<file path="config.mk">
export PLATFORM = sky130hd
export DESIGN_NAME = cntarr_top
export DESIGN_NICKNAME = d
export VERILOG_FILES = /design/src/rtl/cntarr_pkg.sv /design/src/rtl/cntarr_top.sv
export SDC_FILE = /design/constraint.sdc
export NUM_CORES = 1
export LEC_CHECK = 0
export ABC_AREA = 1
export BUFFER_PORTS_ARGS = -buffer_cell sky130_fd_sc_hd__buf_2
export CAP_MARGIN = 20
export CORE_MARGIN = 8
export CORE_UTILIZATION = 40
export CTS_CLUSTER_SIZE = 8
export DETAILED_ROUTE_END_ITERATION = 8
export SLEW_MARGIN = 25
export SYNTH_ARGS = -nofsm -noshare
export SYNTH_HDL_FRONTEND = slang
export SYNTH_SLANG_ARGS = --single-unit
</file>
<file path="constraint.sdc">
create_clock -name CORE_CLK_I -period 12.7 [get_ports CORE_CLK_I]
set_input_delay 0.635 -clock CORE_CLK_I [delete_from_list [all_inputs] [get_ports CORE_CLK_I]]
set_output_delay 0.635 -clock CORE_CLK_I [all_outputs]
set_load 0.01 [all_outputs]
</file>
<file path="src/rtl/cntarr_pkg.sv">
package cntarr_pkg;

  // ------------------------------------------------------------------
  // Register map (byte addresses)
  // ------------------------------------------------------------------
  localparam logic [7:0] CTRL_STATUS_OFS = 8'hD8;
  localparam logic [7:0] COUNTER_OFS = 8'h00;
  localparam logic [7:0] CNT_MODE_OFS = 8'h04;
  localparam logic [7:0] IRQ_STATUS_OFS = 8'h08;
  localparam logic [7:0] IRQ_MASK_OFS = 8'h0C;
  localparam logic [7:0] MODE_BASE_OFS = 8'h20;
  localparam logic [7:0] CMP_LOW_BASE_OFS = 8'h40;
  localparam logic [7:0] CMP_RELOAD_BASE_OFS = 8'h60;
  localparam int MODULE_STRIDE = 4;

  // ------------------------------------------------------------------
  // Field positions
  // ------------------------------------------------------------------
  localparam int CS_OVF_BIT = 7;
  localparam int CS_RUN_BIT = 6;
  localparam int CS_RSVD_BIT = 5;
  localparam int COUNTER_MODE_REG_OVF_IE_BIT = 0;
  localparam int MODE_FLAG_IE_BIT = 0;
  localparam int MODE_PWM_BIT = 1;
  localparam int MODE_TOG_BIT = 2;
  localparam int MODE_MATCH_BIT = 3;
  localparam int MODE_CMP_BIT = 6;
  localparam int IRQ_OVF_BIT = 5;

  // ------------------------------------------------------------------
  // Reset values
  // ------------------------------------------------------------------
  localparam logic [7:0] CTRL_STATUS_RST = 8'h00;
  localparam logic [7:0] MODE_RST = 8'h00;
  localparam logic [15:0] COUNTER_RST = 16'h0000;
  localparam logic [7:0] CMP_RST = 8'h00;
  localparam logic [7:0] LOW_BYTE_MAX = 8'hFF;

  // Per-module output mode
  typedef enum logic [1:0] {CNTARR_OFF, CNTARR_TOGGLE, CNTARR_PWM} cntarr_mode_t;

  // APB request carrier
  typedef struct packed {
    logic sel;
    logic enable;
    logic write;
    logic [7:0] addr;
    logic [31:0] wdata;
  } cntarr_apb_req_t;

endpackage : cntarr_pkg

</file>
<file path="src/rtl/cntarr_top.sv">
// Function
// RULE_01 - Toggle mode inverts pin on compare match
// RULE_02 - Toggle mode needs toggle, match, comparator
// RULE_03 - All PWM modules share one counter
// RULE_04 - Duty set per module by low compare
// RULE_05 - PWM low below compare, high otherwise
// RULE_06 - Low byte wrap reloads low compare
// RULE_07 - PWM mode needs PWM and comparator
// RULE_08 - Match sets flag, enabled flag interrupts
// RULE_09 - Flags cleared only by software zero write
// RULE_10 - Control layout: overflow, run, reserved, flags
// RULE_11 - Control register resets to zero
// RULE_12 - Overflow sets flag, optional interrupt
// RULE_13 - Counter runs only while run set
`timescale 1ns/1ps
module cntarr_top
  import cntarr_pkg::*;
#(
  parameter int NUM_MODULES = 5
) (
  input wire logic CORE_CLK_I,
  input wire logic RST_I,
  input wire logic PSEL_I,
  input wire logic PENABLE_I,
  input wire logic PWRITE_I,
  input wire logic [7:0] PADDR_I,
  input wire logic [31:0] PWDATA_I,
  output logic [31:0] PRDATA_O,
  output logic PREADY_O,
  output logic PSLVERR_O,
  output logic [NUM_MODULES-1:0] MODULE_OUTPUT_PIN_O,
  output logic COUNTER_ARRAY_IRQ_O,
  output logic IRQ_O
);

  // ------------------------------------------------------------------
  // Bus decode
  // ------------------------------------------------------------------
  cntarr_apb_req_t req;
  logic wr_en;
  logic rd_en;
  logic [7:0] mod_ofs;
  logic [2:0] mod_idx;
  logic mod_hit;
  assign req = '{sel: PSEL_I, enable: PENABLE_I, write: PWRITE_I,
                 addr: PADDR_I, wdata: PWDATA_I};
  assign wr_en = req.sel && req.enable && req.write;
  assign rd_en = req.sel && req.enable && !req.write;
  assign mod_ofs = req.addr & 8'h1F;
  assign mod_idx = 3'(mod_ofs >> 2);
  assign mod_hit = (req.addr[1:0] == 2'h0) && (32'(mod_idx) < NUM_MODULES);
  // Zero wait state slave
  assign PREADY_O = 1'b1;

  // ------------------------------------------------------------------
  // State
  // ------------------------------------------------------------------
  logic [15:0] counter, next_counter;
  logic run, next_run;
  logic ovf_flag, next_ovf_flag;
  logic [NUM_MODULES-1:0] ev_flag, next_ev_flag;
  logic [7:0] cnt_mode, next_cnt_mode;
  logic [7:0] mode_reg [NUM_MODULES];
  logic [7:0] next_mode_reg [NUM_MODULES];
  logic [7:0] cmp_low [NUM_MODULES];
  logic [7:0] next_cmp_low [NUM_MODULES];
  logic [7:0] cmp_rel [NUM_MODULES];
  logic [7:0] next_cmp_rel [NUM_MODULES];
  logic [NUM_MODULES-1:0] pin, next_pin;
  logic [5:0] irq_stat, next_irq_stat;
  logic [5:0] irq_mask, next_irq_mask;
  logic [31:0] next_prdata;
  logic next_slverr;
  logic [NUM_MODULES-1:0] match;
  logic wrap;
  cntarr_mode_t mode_sel [NUM_MODULES];
  logic [NUM_MODULES-1:0] flag_ie;
  logic slverr_q;
  logic [31:0] next_rd_word;
  logic next_rd_err;

  // Counter advances only while running; wrap of low byte is the reload point
  assign wrap = run && (counter[7:0] == LOW_BYTE_MAX); // [RULE_06]

  // ------------------------------------------------------------------
  // Per-module compare logic
  // ------------------------------------------------------------------
  generate
    for (genvar m = 0; m < NUM_MODULES; m++) begin : g_mod
      logic [7:0] cm;
      assign cm = mode_reg[m];
      assign flag_ie[m] = cm[MODE_FLAG_IE_BIT]; // [RULE_08]
      // Decode mode; PWM wins if software sets both
      always_comb begin
        if (cm[MODE_CMP_BIT] && cm[MODE_PWM_BIT]) begin // [RULE_07]
          mode_sel[m] = CNTARR_PWM;
        end else if (cm[MODE_CMP_BIT] && cm[MODE_TOG_BIT] && cm[MODE_MATCH_BIT]) begin // [RULE_02]
          mode_sel[m] = CNTARR_TOGGLE;
        end else begin
          mode_sel[m] = CNTARR_OFF;
        end
      end
      // Match on full counter, evaluated only on a counting edge
      assign match[m] = run && cm[MODE_CMP_BIT] &&
                        (counter == {cmp_rel[m], cmp_low[m]}); // [RULE_01]
      // Next pin, compare and reload values
      always_comb begin
        next_pin[m] = pin[m];
        next_cmp_low[m] = cmp_low[m];
        next_cmp_rel[m] = cmp_rel[m];
        next_mode_reg[m] = mode_reg[m];
        case (mode_sel[m])
          CNTARR_TOGGLE: begin
            if (match[m]) begin
              next_pin[m] = ~pin[m]; // [RULE_01]
            end
          end
          CNTARR_PWM: begin
            // Shared counter gives a common frequency; duty per module
            next_pin[m] = (counter[7:0] >= cmp_low[m]); // [RULE_03] [RULE_04] [RULE_05]
          end
          default: begin
            next_pin[m] = pin[m];
          end
        endcase
        if (wr_en && mod_hit && (req.addr - 8'(mod_ofs)) == MODE_BASE_OFS) begin
          if (32'(mod_idx) == m) next_mode_reg[m] = req.wdata[7:0];
        end
        if (wr_en && mod_hit && (req.addr - 8'(mod_ofs)) == CMP_LOW_BASE_OFS) begin
          if (32'(mod_idx) == m) next_cmp_low[m] = req.wdata[7:0];
        end
        if (wr_en && mod_hit && (req.addr - 8'(mod_ofs)) == CMP_RELOAD_BASE_OFS) begin
          if (32'(mod_idx) == m) next_cmp_rel[m] = req.wdata[7:0];
        end
        // Reload at wrap beats a same-cycle software write: glitch-free duty
        if (wrap && mode_sel[m] == CNTARR_PWM) begin
          next_cmp_low[m] = cmp_rel[m]; // [RULE_06]
        end
      end
      always_ff @(posedge CORE_CLK_I or posedge RST_I) begin
        if (RST_I) begin
          mode_reg[m] <= MODE_RST;
          cmp_low[m] <= CMP_RST;
          cmp_rel[m] <= CMP_RST;
          pin[m] <= 1'b0;
        end else begin
          mode_reg[m] <= next_mode_reg[m];
          cmp_low[m] <= next_cmp_low[m];
          cmp_rel[m] <= next_cmp_rel[m];
          pin[m] <= next_pin[m];
        end
      end
    end
  endgenerate

  // ------------------------------------------------------------------
  // Counter, control/status and interrupt state
  // ------------------------------------------------------------------
  always_comb begin
    next_counter = counter;
    next_run = run;
    next_ovf_flag = ovf_flag;
    next_ev_flag = ev_flag;
    next_cnt_mode = cnt_mode;
    next_irq_mask = irq_mask;
    next_irq_stat = irq_stat;
    if (run) begin
      next_counter = counter + 16'h0001; // [RULE_13]
    end
    // Software write first so hardware set wins in the same cycle
    if (wr_en && req.addr == CTRL_STATUS_OFS) begin
      next_run = req.wdata[CS_RUN_BIT]; // [RULE_13]
      next_ovf_flag = ovf_flag & req.wdata[CS_OVF_BIT];
      next_ev_flag = ev_flag & req.wdata[NUM_MODULES-1:0]; // [RULE_09]
    end
    if (wr_en && req.addr == COUNTER_OFS) next_counter = req.wdata[15:0];
    if (wr_en && req.addr == CNT_MODE_OFS) next_cnt_mode = req.wdata[7:0];
    if (wr_en && req.addr == IRQ_MASK_OFS) next_irq_mask = req.wdata[5:0];
    if (wr_en && req.addr == IRQ_STATUS_OFS) next_irq_stat = irq_stat & ~req.wdata[5:0];
    if (run && counter == 16'hFFFF) begin
      next_ovf_flag = 1'b1; // [RULE_12]
      next_irq_stat[IRQ_OVF_BIT] = 1'b1;
    end
    next_ev_flag = next_ev_flag | match; // [RULE_08]
    next_irq_stat[NUM_MODULES-1:0] = next_irq_stat[NUM_MODULES-1:0] | match;
  end

  // Control/status register file
  always_ff @(posedge CORE_CLK_I or posedge RST_I) begin
    if (RST_I) begin
      counter <= COUNTER_RST;
      run <= CTRL_STATUS_RST[CS_RUN_BIT]; // [RULE_11]
      ovf_flag <= CTRL_STATUS_RST[CS_OVF_BIT];
      ev_flag <= '0;
      cnt_mode <= MODE_RST;
      irq_stat <= '0;
      irq_mask <= '0;
    end else begin
      counter <= next_counter;
      run <= next_run;
      ovf_flag <= next_ovf_flag;
      ev_flag <= next_ev_flag;
      cnt_mode <= next_cnt_mode;
      irq_stat <= next_irq_stat;
      irq_mask <= next_irq_mask;
    end
  end

  // ------------------------------------------------------------------
  // Read mux
  // ------------------------------------------------------------------
  always_comb begin
    next_prdata = 32'h0000_0000;
    next_slverr = 1'b0;
    if (req.addr == CTRL_STATUS_OFS) begin
      // Reserved bit reads zero
      next_prdata[7:0] = {ovf_flag, run, 1'b0, 5'(ev_flag)}; // [RULE_10]
    end else if (req.addr == COUNTER_OFS) begin
      next_prdata[15:0] = counter;
    end else if (req.addr == CNT_MODE_OFS) begin
      next_prdata[7:0] = cnt_mode;
    end else if (req.addr == IRQ_STATUS_OFS) begin
      next_prdata[5:0] = irq_stat;
    end else if (req.addr == IRQ_MASK_OFS) begin
      next_prdata[5:0] = irq_mask;
    end else if (mod_hit && (req.addr - mod_ofs) == MODE_BASE_OFS) begin
      next_prdata[7:0] = mode_reg[mod_idx];
    end else if (mod_hit && (req.addr - mod_ofs) == CMP_LOW_BASE_OFS) begin
      next_prdata[7:0] = cmp_low[mod_idx];
    end else if (mod_hit && (req.addr - mod_ofs) == CMP_RELOAD_BASE_OFS) begin
      next_prdata[7:0] = cmp_rel[mod_idx];
    end else begin
      next_slverr = 1'b1; // Unmapped address
    end
  end

  // Capture only in setup; holding it keeps read data still in access
  always_comb begin
    next_rd_word = PRDATA_O;
    next_rd_err = slverr_q;
    if (req.sel && !req.enable) begin
      next_rd_word = next_prdata;
      next_rd_err = next_slverr;
    end
  end

  // Read data registered at the setup edge, valid in access phase
  always_ff @(posedge CORE_CLK_I or posedge RST_I) begin
    if (RST_I) begin
      PRDATA_O <= 32'h0000_0000;
      slverr_q <= 1'b0;
    end else begin
      PRDATA_O <= next_rd_word;
      slverr_q <= next_rd_err;
    end
  end
  assign PSLVERR_O = req.sel && req.enable && slverr_q;

  // ------------------------------------------------------------------
  // Outputs
  // ------------------------------------------------------------------
  assign MODULE_OUTPUT_PIN_O = pin;
  assign COUNTER_ARRAY_IRQ_O = |(ev_flag & flag_ie) ||
                               (ovf_flag && cnt_mode[COUNTER_MODE_REG_OVF_IE_BIT]); // [RULE_08] [RULE_12]
  assign IRQ_O = |(irq_stat & irq_mask);
endmodule : cntarr_top

</file>
==> results of run 1 <==
-- kinds of logic (layout without fill, tap and decap cells) --
group	Yosys count	in the layout	synth area share, %
buffers and inverters	222	235	8.46
and+or+nand+nor	677	677	25.8
muxes	1	1	0.0902
DFF	185	185	41.7
other	2	17	0.0677
AOI/OAI and AO/OA	358	358	17.5
xor gates and xnor gates	22	22	1.74
adders and majority gates	41	41	4.62
-- stage by stage --
step	utilization (%)	worst slack [ns]	power, W	cell area (µm²)	cells
after floorplan	-	7.04	0.000723	11200	1523
after global routing	44.1	9.67	0.00138	12200	1914
final	44.1	9.86	0.00134	12200	1914
after global placement	41.9	9.49	0.000775	11500	1882
after CTS	44.1	9.94	0.00134	12200	1914
after detailed placement	41.9	9.48	0.000777	11500	1882
-- registers in the layout (all words and copies together), names as in the netlist --
| signal | flops |
|---|---|
| cmp_low | 40 |
| cmp_rel | 40 |
| g_mod.cm | 40 |
| PRDATA_O | 16 |
| counter | 16 |
| cnt_mode | 8 |
| irq_mask | 6 |
| irq_stat | 6 |
| MODULE_OUTPUT_PIN_O | 5 |
| ev_flag | 5 |
| ovf_flag | 1 |
| run | 1 |
| slverr_q | 1 |
-- layout make-up --
type	count	area, µm²	area share (%)
Sequential cell	185	4630	38.1
Tap cell	378	473	3.89
Timing Repair Buffer	55	287	2.36
Multi-Input combinational cell	1116	5580	45.9
Inverter	148	563	4.63
Clock buffer	17	425	3.50
Clock inverter	15	203	1.67
-- power groups by stage --
| stage | Clock, W | Sequential (W) | Combinational, W |
|---|---|---|---|
| final | 0.000569 | 0.000618 | 0.000150 |
| after global routing | 0.000598 | 0.000619 | 0.000168 |
| after CTS | 0.000577 | 0.000617 | 0.000149 |
| after detailed placement | 0 | 0.000629 | 0.000148 |
| after global placement | 0 | 0.000629 | 0.000147 |
| after floorplan | 0 | 0.000619 | 0.000104 |
-- cells in the final DEF (no fill, tap or decap), types with 3 or more instances in the layout --
cell type and n:
nor2_4 4, o221ai_1 7, o22ai_1 11, nor4_1 5, o211ai_1 12, nor3_1 17
clkinv_1 5, o21ai_1 29, o21ai_0 214, inv_6 4, or2_2 3, nor3b_1 4
dfrtp_1 185, xor2_1 20, nand2_1 473, nand3_1 50, o31ai_1 5, inv_2 10
nand3_2 3, nor2_2 6, clkbuf_16 17, a21oi_1 60, nor2_1 71, inv_8 3
nand4_1 26, conb_1 17, ha_1 41, buf_2 52, o2111ai_1 5, nand2_2 9
inv_1 132, clkinv_8 5
-- final timing paths --
path | slack (ns) | to | from | cells after the start
setup / recovery | 9.86 | counter[7] | PADDR_I[2] | 10
hold / removal | 0.29 | g_mod[2].cm[4] | RST_I | 2
setup reg to reg | 10.02 | cmp_low[13] | counter[1] | 8
hold reg to reg | 0.48 | PRDATA_O[9] | PRDATA_O[9] | 2
max in group asynchronous | 11.20 | cmp_low[37] | RST_I | 3
min in group CORE_CLK_I | 0.40 | counter[10] | PWDATA_I[10] | 3
-- worst max-delay path, cell delays in order --
cell and delay (ns):
buf_2 0.10, buf_4 0.25, nor2_4 0.37, inv_1 0.30, nor2_4 0.45, nand2_2 0.36, nand2_2 0.27, inv_1 0.15
nand3_1 0.09, o221ai_1 0.11
-- per-layer routing --
metal  GRT usage, %  routed length (µm)  vias to the layer above
li1               -                   -                     4997
met1           33.3               17600                     5037
met2           38.0               17800                      439
met3           3.22                2980                       81
met4           9.77                1440                        2
met5              0                   8                        -
==> results.tsv, run 1 <==
stage	metric	value	unit
run_status	status	completed	
power_and_ir_drop	seqPwrFrac	46.2	%
route	drtAntennaViolNets	0	
cts	cts_buffer_depth	2	
cts	cts_max_level	4	
cts	cts_tree	done	
timing	finalSetupViolCount	0	
power_and_ir_drop	vdd_drop_max	97.1	µV
critical_path	crit_type	in -> reg	
cts	ctsResizeCount	0	
yosys	synth.area.top_cells	dfrtp_1 42%, nand2_1 16%, o21ai_0 9.7%	
route	wl	39.7	mm
yosys	synth_top_area_cell	dfrtp_1	
cts	post_cts_buffers	0	
layout	drive_gt1_share	8.33	%
route	vias_per_cell	5.52	
yosys	synth.distinct_cells	49	
power_and_ir_drop	p_sw_share	30.4	%
flow_run	maxCapViolCount	0	
placement	finalWeightedCongestion	0.961	
route	drtIter0Drc	1082	
power_and_ir_drop	p_per_area	110	mW/mm²
worst_hold_path	hp-class	in -> async	
timing	clock_skew	0.0167	ns
critical_path	start_kind	primary input	
cts	clockRootBuffer	clkbuf_16	
yosys	syn_inst	1508	
layout	diodes	0	
grt	grtUsageTotal	24.2	%
placement	portBuffers	52	
layout	fin_nets	1609	
power_and_ir_drop	internal_power	0.000930	W
cts	cts.sinks	185	
yosys	ys_seq_area_share	41.7	%
floorplanning	initial_core_util	40.3	%
yosys	synth_edf_count	0	
timing	rsz0062_at_grt	false	
route	wl_per_cell	20.8	µm
grt	grt_pass1_vias	10153	
yosys	synth-warning-count	0	
yosys	synth_top_area_share	41.7	%
yosys	synth.cell_area	0.0111	mm²
yosys	ys_ff_latch	185	
timing	min_period_over_period	22.4	%
yosys	synthFlopType	dfrtp_1	
floorplanning	chipWidth	183	µm
grt	grt_antenna_before_repair	1	
power_and_ir_drop	switchingPower	0.000407	W
timing	max_freq	352	MHz
floorplanning	io_pins	86	
critical_path	cp.arrival	3.13	ns
grt	grt_max_degree	110	
timing	tns	0	ns
grt	grt_pass1_wl	61.9	mm
timing	whs	0.294	ns
route	vias	10556	
power_and_ir_drop	p_clk_share	42.5	%
cts	cts-buffers-inserted	17	
cts	clkLatencyLatePin	0.45	ns
power_and_ir_drop	leakage	5.74	nW
floorplanning	coreArea	0.0276	mm²
grt	grt_overflow_total	0	
floorplanning	num_rows	61	
timing	hold_viol_final	0	
cts	hold_buffers	0	
critical_path	crit_path_end_kind	register	
power_and_ir_drop	pwr-share-comb	11.2	%
cts	clk_pin_slew	0.08	ns
yosys	synthArstFlopShare	100	%
placement	dp_hpwl	28.4	mm
floorplanning	die_area	0.0333	mm²
timing	slew_headroom	36.2	%
critical_path	path_max_fanout	34	
yosys	ys_top_cells_by_count	473 x nand2_1, 214 x o21ai_0, 185 x dfrtp_1	
timing	fin_crit	2.84	ns
timing	worst_slew_pin_slew	0.955	ns
route	route.detailed.drc	0	
timing	slew_viol_final	0	
route	drt_pass1_iterations	5	
yosys	synth.most_common_cell	nand2_1	
floorplanning	die_h	183	µm
critical_path	crit_required	12.99	ns
yosys	synth.avg_cell_area	7.36	µm²
layout	fill_cells	2827	
layout	syn_to_final_growth	9.63	%
No activity file was read; power rests on OpenSTA's default activity.
==> inputs of run 2 (changes only) <==
==> constraint.sdc (replaced) <==
create_clock -name CORE_CLK_I -period 2.5 [get_ports CORE_CLK_I]
set_input_delay 0.125 -clock CORE_CLK_I [delete_from_list [all_inputs] [get_ports CORE_CLK_I]]
set_output_delay 0.125 -clock CORE_CLK_I [all_outputs]
set_load 0.01 [all_outputs]
==> run 2 against run 1 <==
Net effect:
- clock skew rose by 0.0074 ns
- utilization rose by 2.1 points
- final cell count rose by 3.4%
- setup slack got worse by 9.7 ns
- critical endpoint is now cmp_low[15]
- sequential share of layout area fell by 1.7 points
- highest routed layer is now met4
- die area did not move
==> results.tsv, run 2 (synthesized netlist as in run 1, its figures left out) <==
stage	metric	value	unit	change
run_status	status	completed		
critical_path	start_kind	register		
floorplanning	initial_core_util	40.3	%	unchanged
power_and_ir_drop	vdd_drop_max	548	µV	+460%
critical_path	worst-r2r-cell-count	8		unchanged
timing	worst_slew_pin_slew	0.921	ns	-0.0344 ns
route	drtIter0Drc	1186		+9.6%
power_and_ir_drop	p_per_area	544	mW/mm²	+400%
cts	hold_buffers	15		+15
cts	cts_buffer_depth	2		unchanged
critical_path	cpMostUsedCell	nand3_2		
critical_path	crit_required	2.87	ns	-10.12 ns
route	wl	40.5	mm	+1.9%
timing	min_period_over_period	92.5	%	
timing	slew_headroom	38.5	%	+2.3 points
cts	cts.sinks	185		unchanged
critical_path	r2r_end	cmp_low[15]		
route	vias	10890		+3.2%
floorplanning	die_h	183	µm	unchanged
cts	cts-buffers-inserted	17		unchanged
critical_path	cp.arrival	2.68	ns	-0.45 ns
timing	whs	0.0784	ns	-0.215 ns
route	drt_pass1_iterations	6		+1
timing	finalSetupViolCount	0		unchanged
placement	placed_cells	1933		+2.7%
placement	portBuffers	52		unchanged
grt	grt_antenna_before_repair	0		-1
critical_path	cpPeakStageDelay	0.67	ns	+0.22 ns
worst_hold_path	whs_path_depth	3		
grt	grt_max_degree	81		-26%
layout	fin_nets	1675		+4.1%
power_and_ir_drop	leakage	6.06	nW	+5.5%
layout	drive_gt1_share	11.2	%	+2.8 points
layout	syn_to_final_growth	14.7	%	
timing	max_freq	433	MHz	
worst_hold_path	holdPathEnd	cmp_low[0]		
layout	mostFrequentLayoutCells	473 x nand2_1, 214 x o21ai_0, 185 x dfrtp_1, 132 x inv_1, 71 x nor2_1		
layout	instances_no_fill	1980		+3.4%
timing	fin_crit	2.31	ns	
route	drtAntennaViolNets	0		unchanged
critical_path	timing.critical_path.buf_inv	0		-4
placement	dp_hpwl	29.8	mm	+4.7%
layout	diodes	0		unchanged
grt	grt_overflow_total	0		unchanged
floorplanning	io_pins	86		unchanged
critical_path	path_max_fanout	17		-50%
route	wl_per_cell	20.5	µm	-1.5%
timing	slew_viol_final	0		unchanged
critical_path	cp_cell_sequence	nand3_1, nor2_2, nand3_2, nor2_8, nand3_2, nand2_2, o211ai_1, o21ai_0		
placement	finalWeightedCongestion	1.00		+4.3%
floorplanning	die_area	0.0333	mm²	unchanged
cts	clk_pin_slew	0.08	ns	about the same
grt	grt_pass1_wl	61.5	mm	-0.67%
critical_path	crit_type	reg -> reg		
cts	cts_tree	done		
grt	grtUsageTotal	24.3	%	+0.093 points
route	route.detailed.drc	0		unchanged
layout	final_area	0.0127	mm²	+4.6%
floorplanning	coreArea	0.0276	mm²	unchanged
critical_path	cpLargestDelayFamily	simple AND/OR/NAND/NOR gates		
critical_path	rrSetupSlack	0.19	ns	-9.83 ns
floorplanning	num_rows	61		unchanged
floorplanning	chipWidth	183	µm	unchanged
timing	hold_viol_final	0		unchanged
grt	grt_pass1_vias	10141		-0.12%
cts	clockRootBuffer	clkbuf_16		
timing	tns	0	ns	unchanged
critical_path	cpMaxStageDelayCell	dfrtp_1		
worst_hold_path	hp-start	PWDATA_I[0]		
cts	post_cts_buffers	0		unchanged
timing	rsz0062_at_grt	false		
layout	final_common_cell	nand2_1		
worst_hold_path	hp-class	in -> reg		
placement	placed_area	0.0119	mm²	+3.5%
flow_run	maxCapViolCount	0		unchanged
cts	clkLatencyLatePin	0.46	ns	about the same
cts	ctsResizeCount	0		unchanged
timing	clock_skew	0.0241	ns	+0.00742 ns
critical_path	rr_startpoint	counter[2]		
cts	cts_max_level	4		unchanged
route	vias_per_cell	5.50		-0.27%
critical_path	crit_path_end_kind	register		
run 2: how the worst max path moves through the flow:
stage / slack (ns) / startpoint / cells past startpoint / endpoint
5_1_grt: 0.007 / counter[2] / 8 / cmp_low[15]
3_5_place_dp: 0.24 / counter[2] / 8 / cmp_low[15]
2_1_floorplan: -0.004 / RST_I / 1 / MODULE_OUTPUT_PIN_O[0]
4_1_cts: 0.22 / counter[2] / 8 / cmp_low[15]
6_report: 0.19 / counter[2] / 8 / cmp_low[15]
3_3_place_gp: 0.27 / counter[2] / 8 / cmp_low[15]
run 2: cell type report:
| class | instances | area (µm²) |
|---|---|---|
| fill | 2751 | 14800 |
| inverter | 148 | 559 |
| clock inverter | 15 | 218 |
| timing repair buffer | 121 | 841 |
| multi-input combinational | 1116 | 5580 |
| sequential | 185 | 4630 |
| tap | 378 | 473 |
| clock buffer | 17 | 425 |
run 2: power by group:
group	total, W	switching (W)	internal (W)
clock network	0.00295	0.00147	0.00148
logic	0.000876	0.000594	0.000282
registers	0.00310	0.0000614	0.00304
total	0.00693	0.00213	0.00480
run 2: per-layer routing:
| layer | up-vias | GRT usage, % | routed length, µm |
|---|---|---|---|
| met4 | 0 | 8.89 | 1390 |
| li1 | 5120 | - | - |
| met5 | - | 0 | 0 |
| met2 | 524 | 37.8 | 18400 |
| met3 | 87 | 4.55 | 3520 |
| met1 | 5159 | 33.2 | 17200 |
run 2: worst reg2reg max path: stages, from the launching register on:
cell and delay [ns]:
dfrtp_1 0.67, nand3_1 0.16, nor2_2 0.16, nand3_2 0.17
nor2_8 0.31, nand3_2 0.29, nand2_2 0.27, o211ai_1 0.11
o21ai_0 0.09
run 2: stage by stage:
step | setup slack [ns] | util, % | total power [W]
floorplan | -0.00352 | - | 0.00367
global placement | 0.269 | 43.3 | 0.00399
detailed placement | 0.241 | 43.3 | 0.00400
CTS | 0.225 | 46.2 | 0.00694
global route | 0.00688 | 46.2 | 0.00717
finish | 0.189 | 46.2 | 0.00693
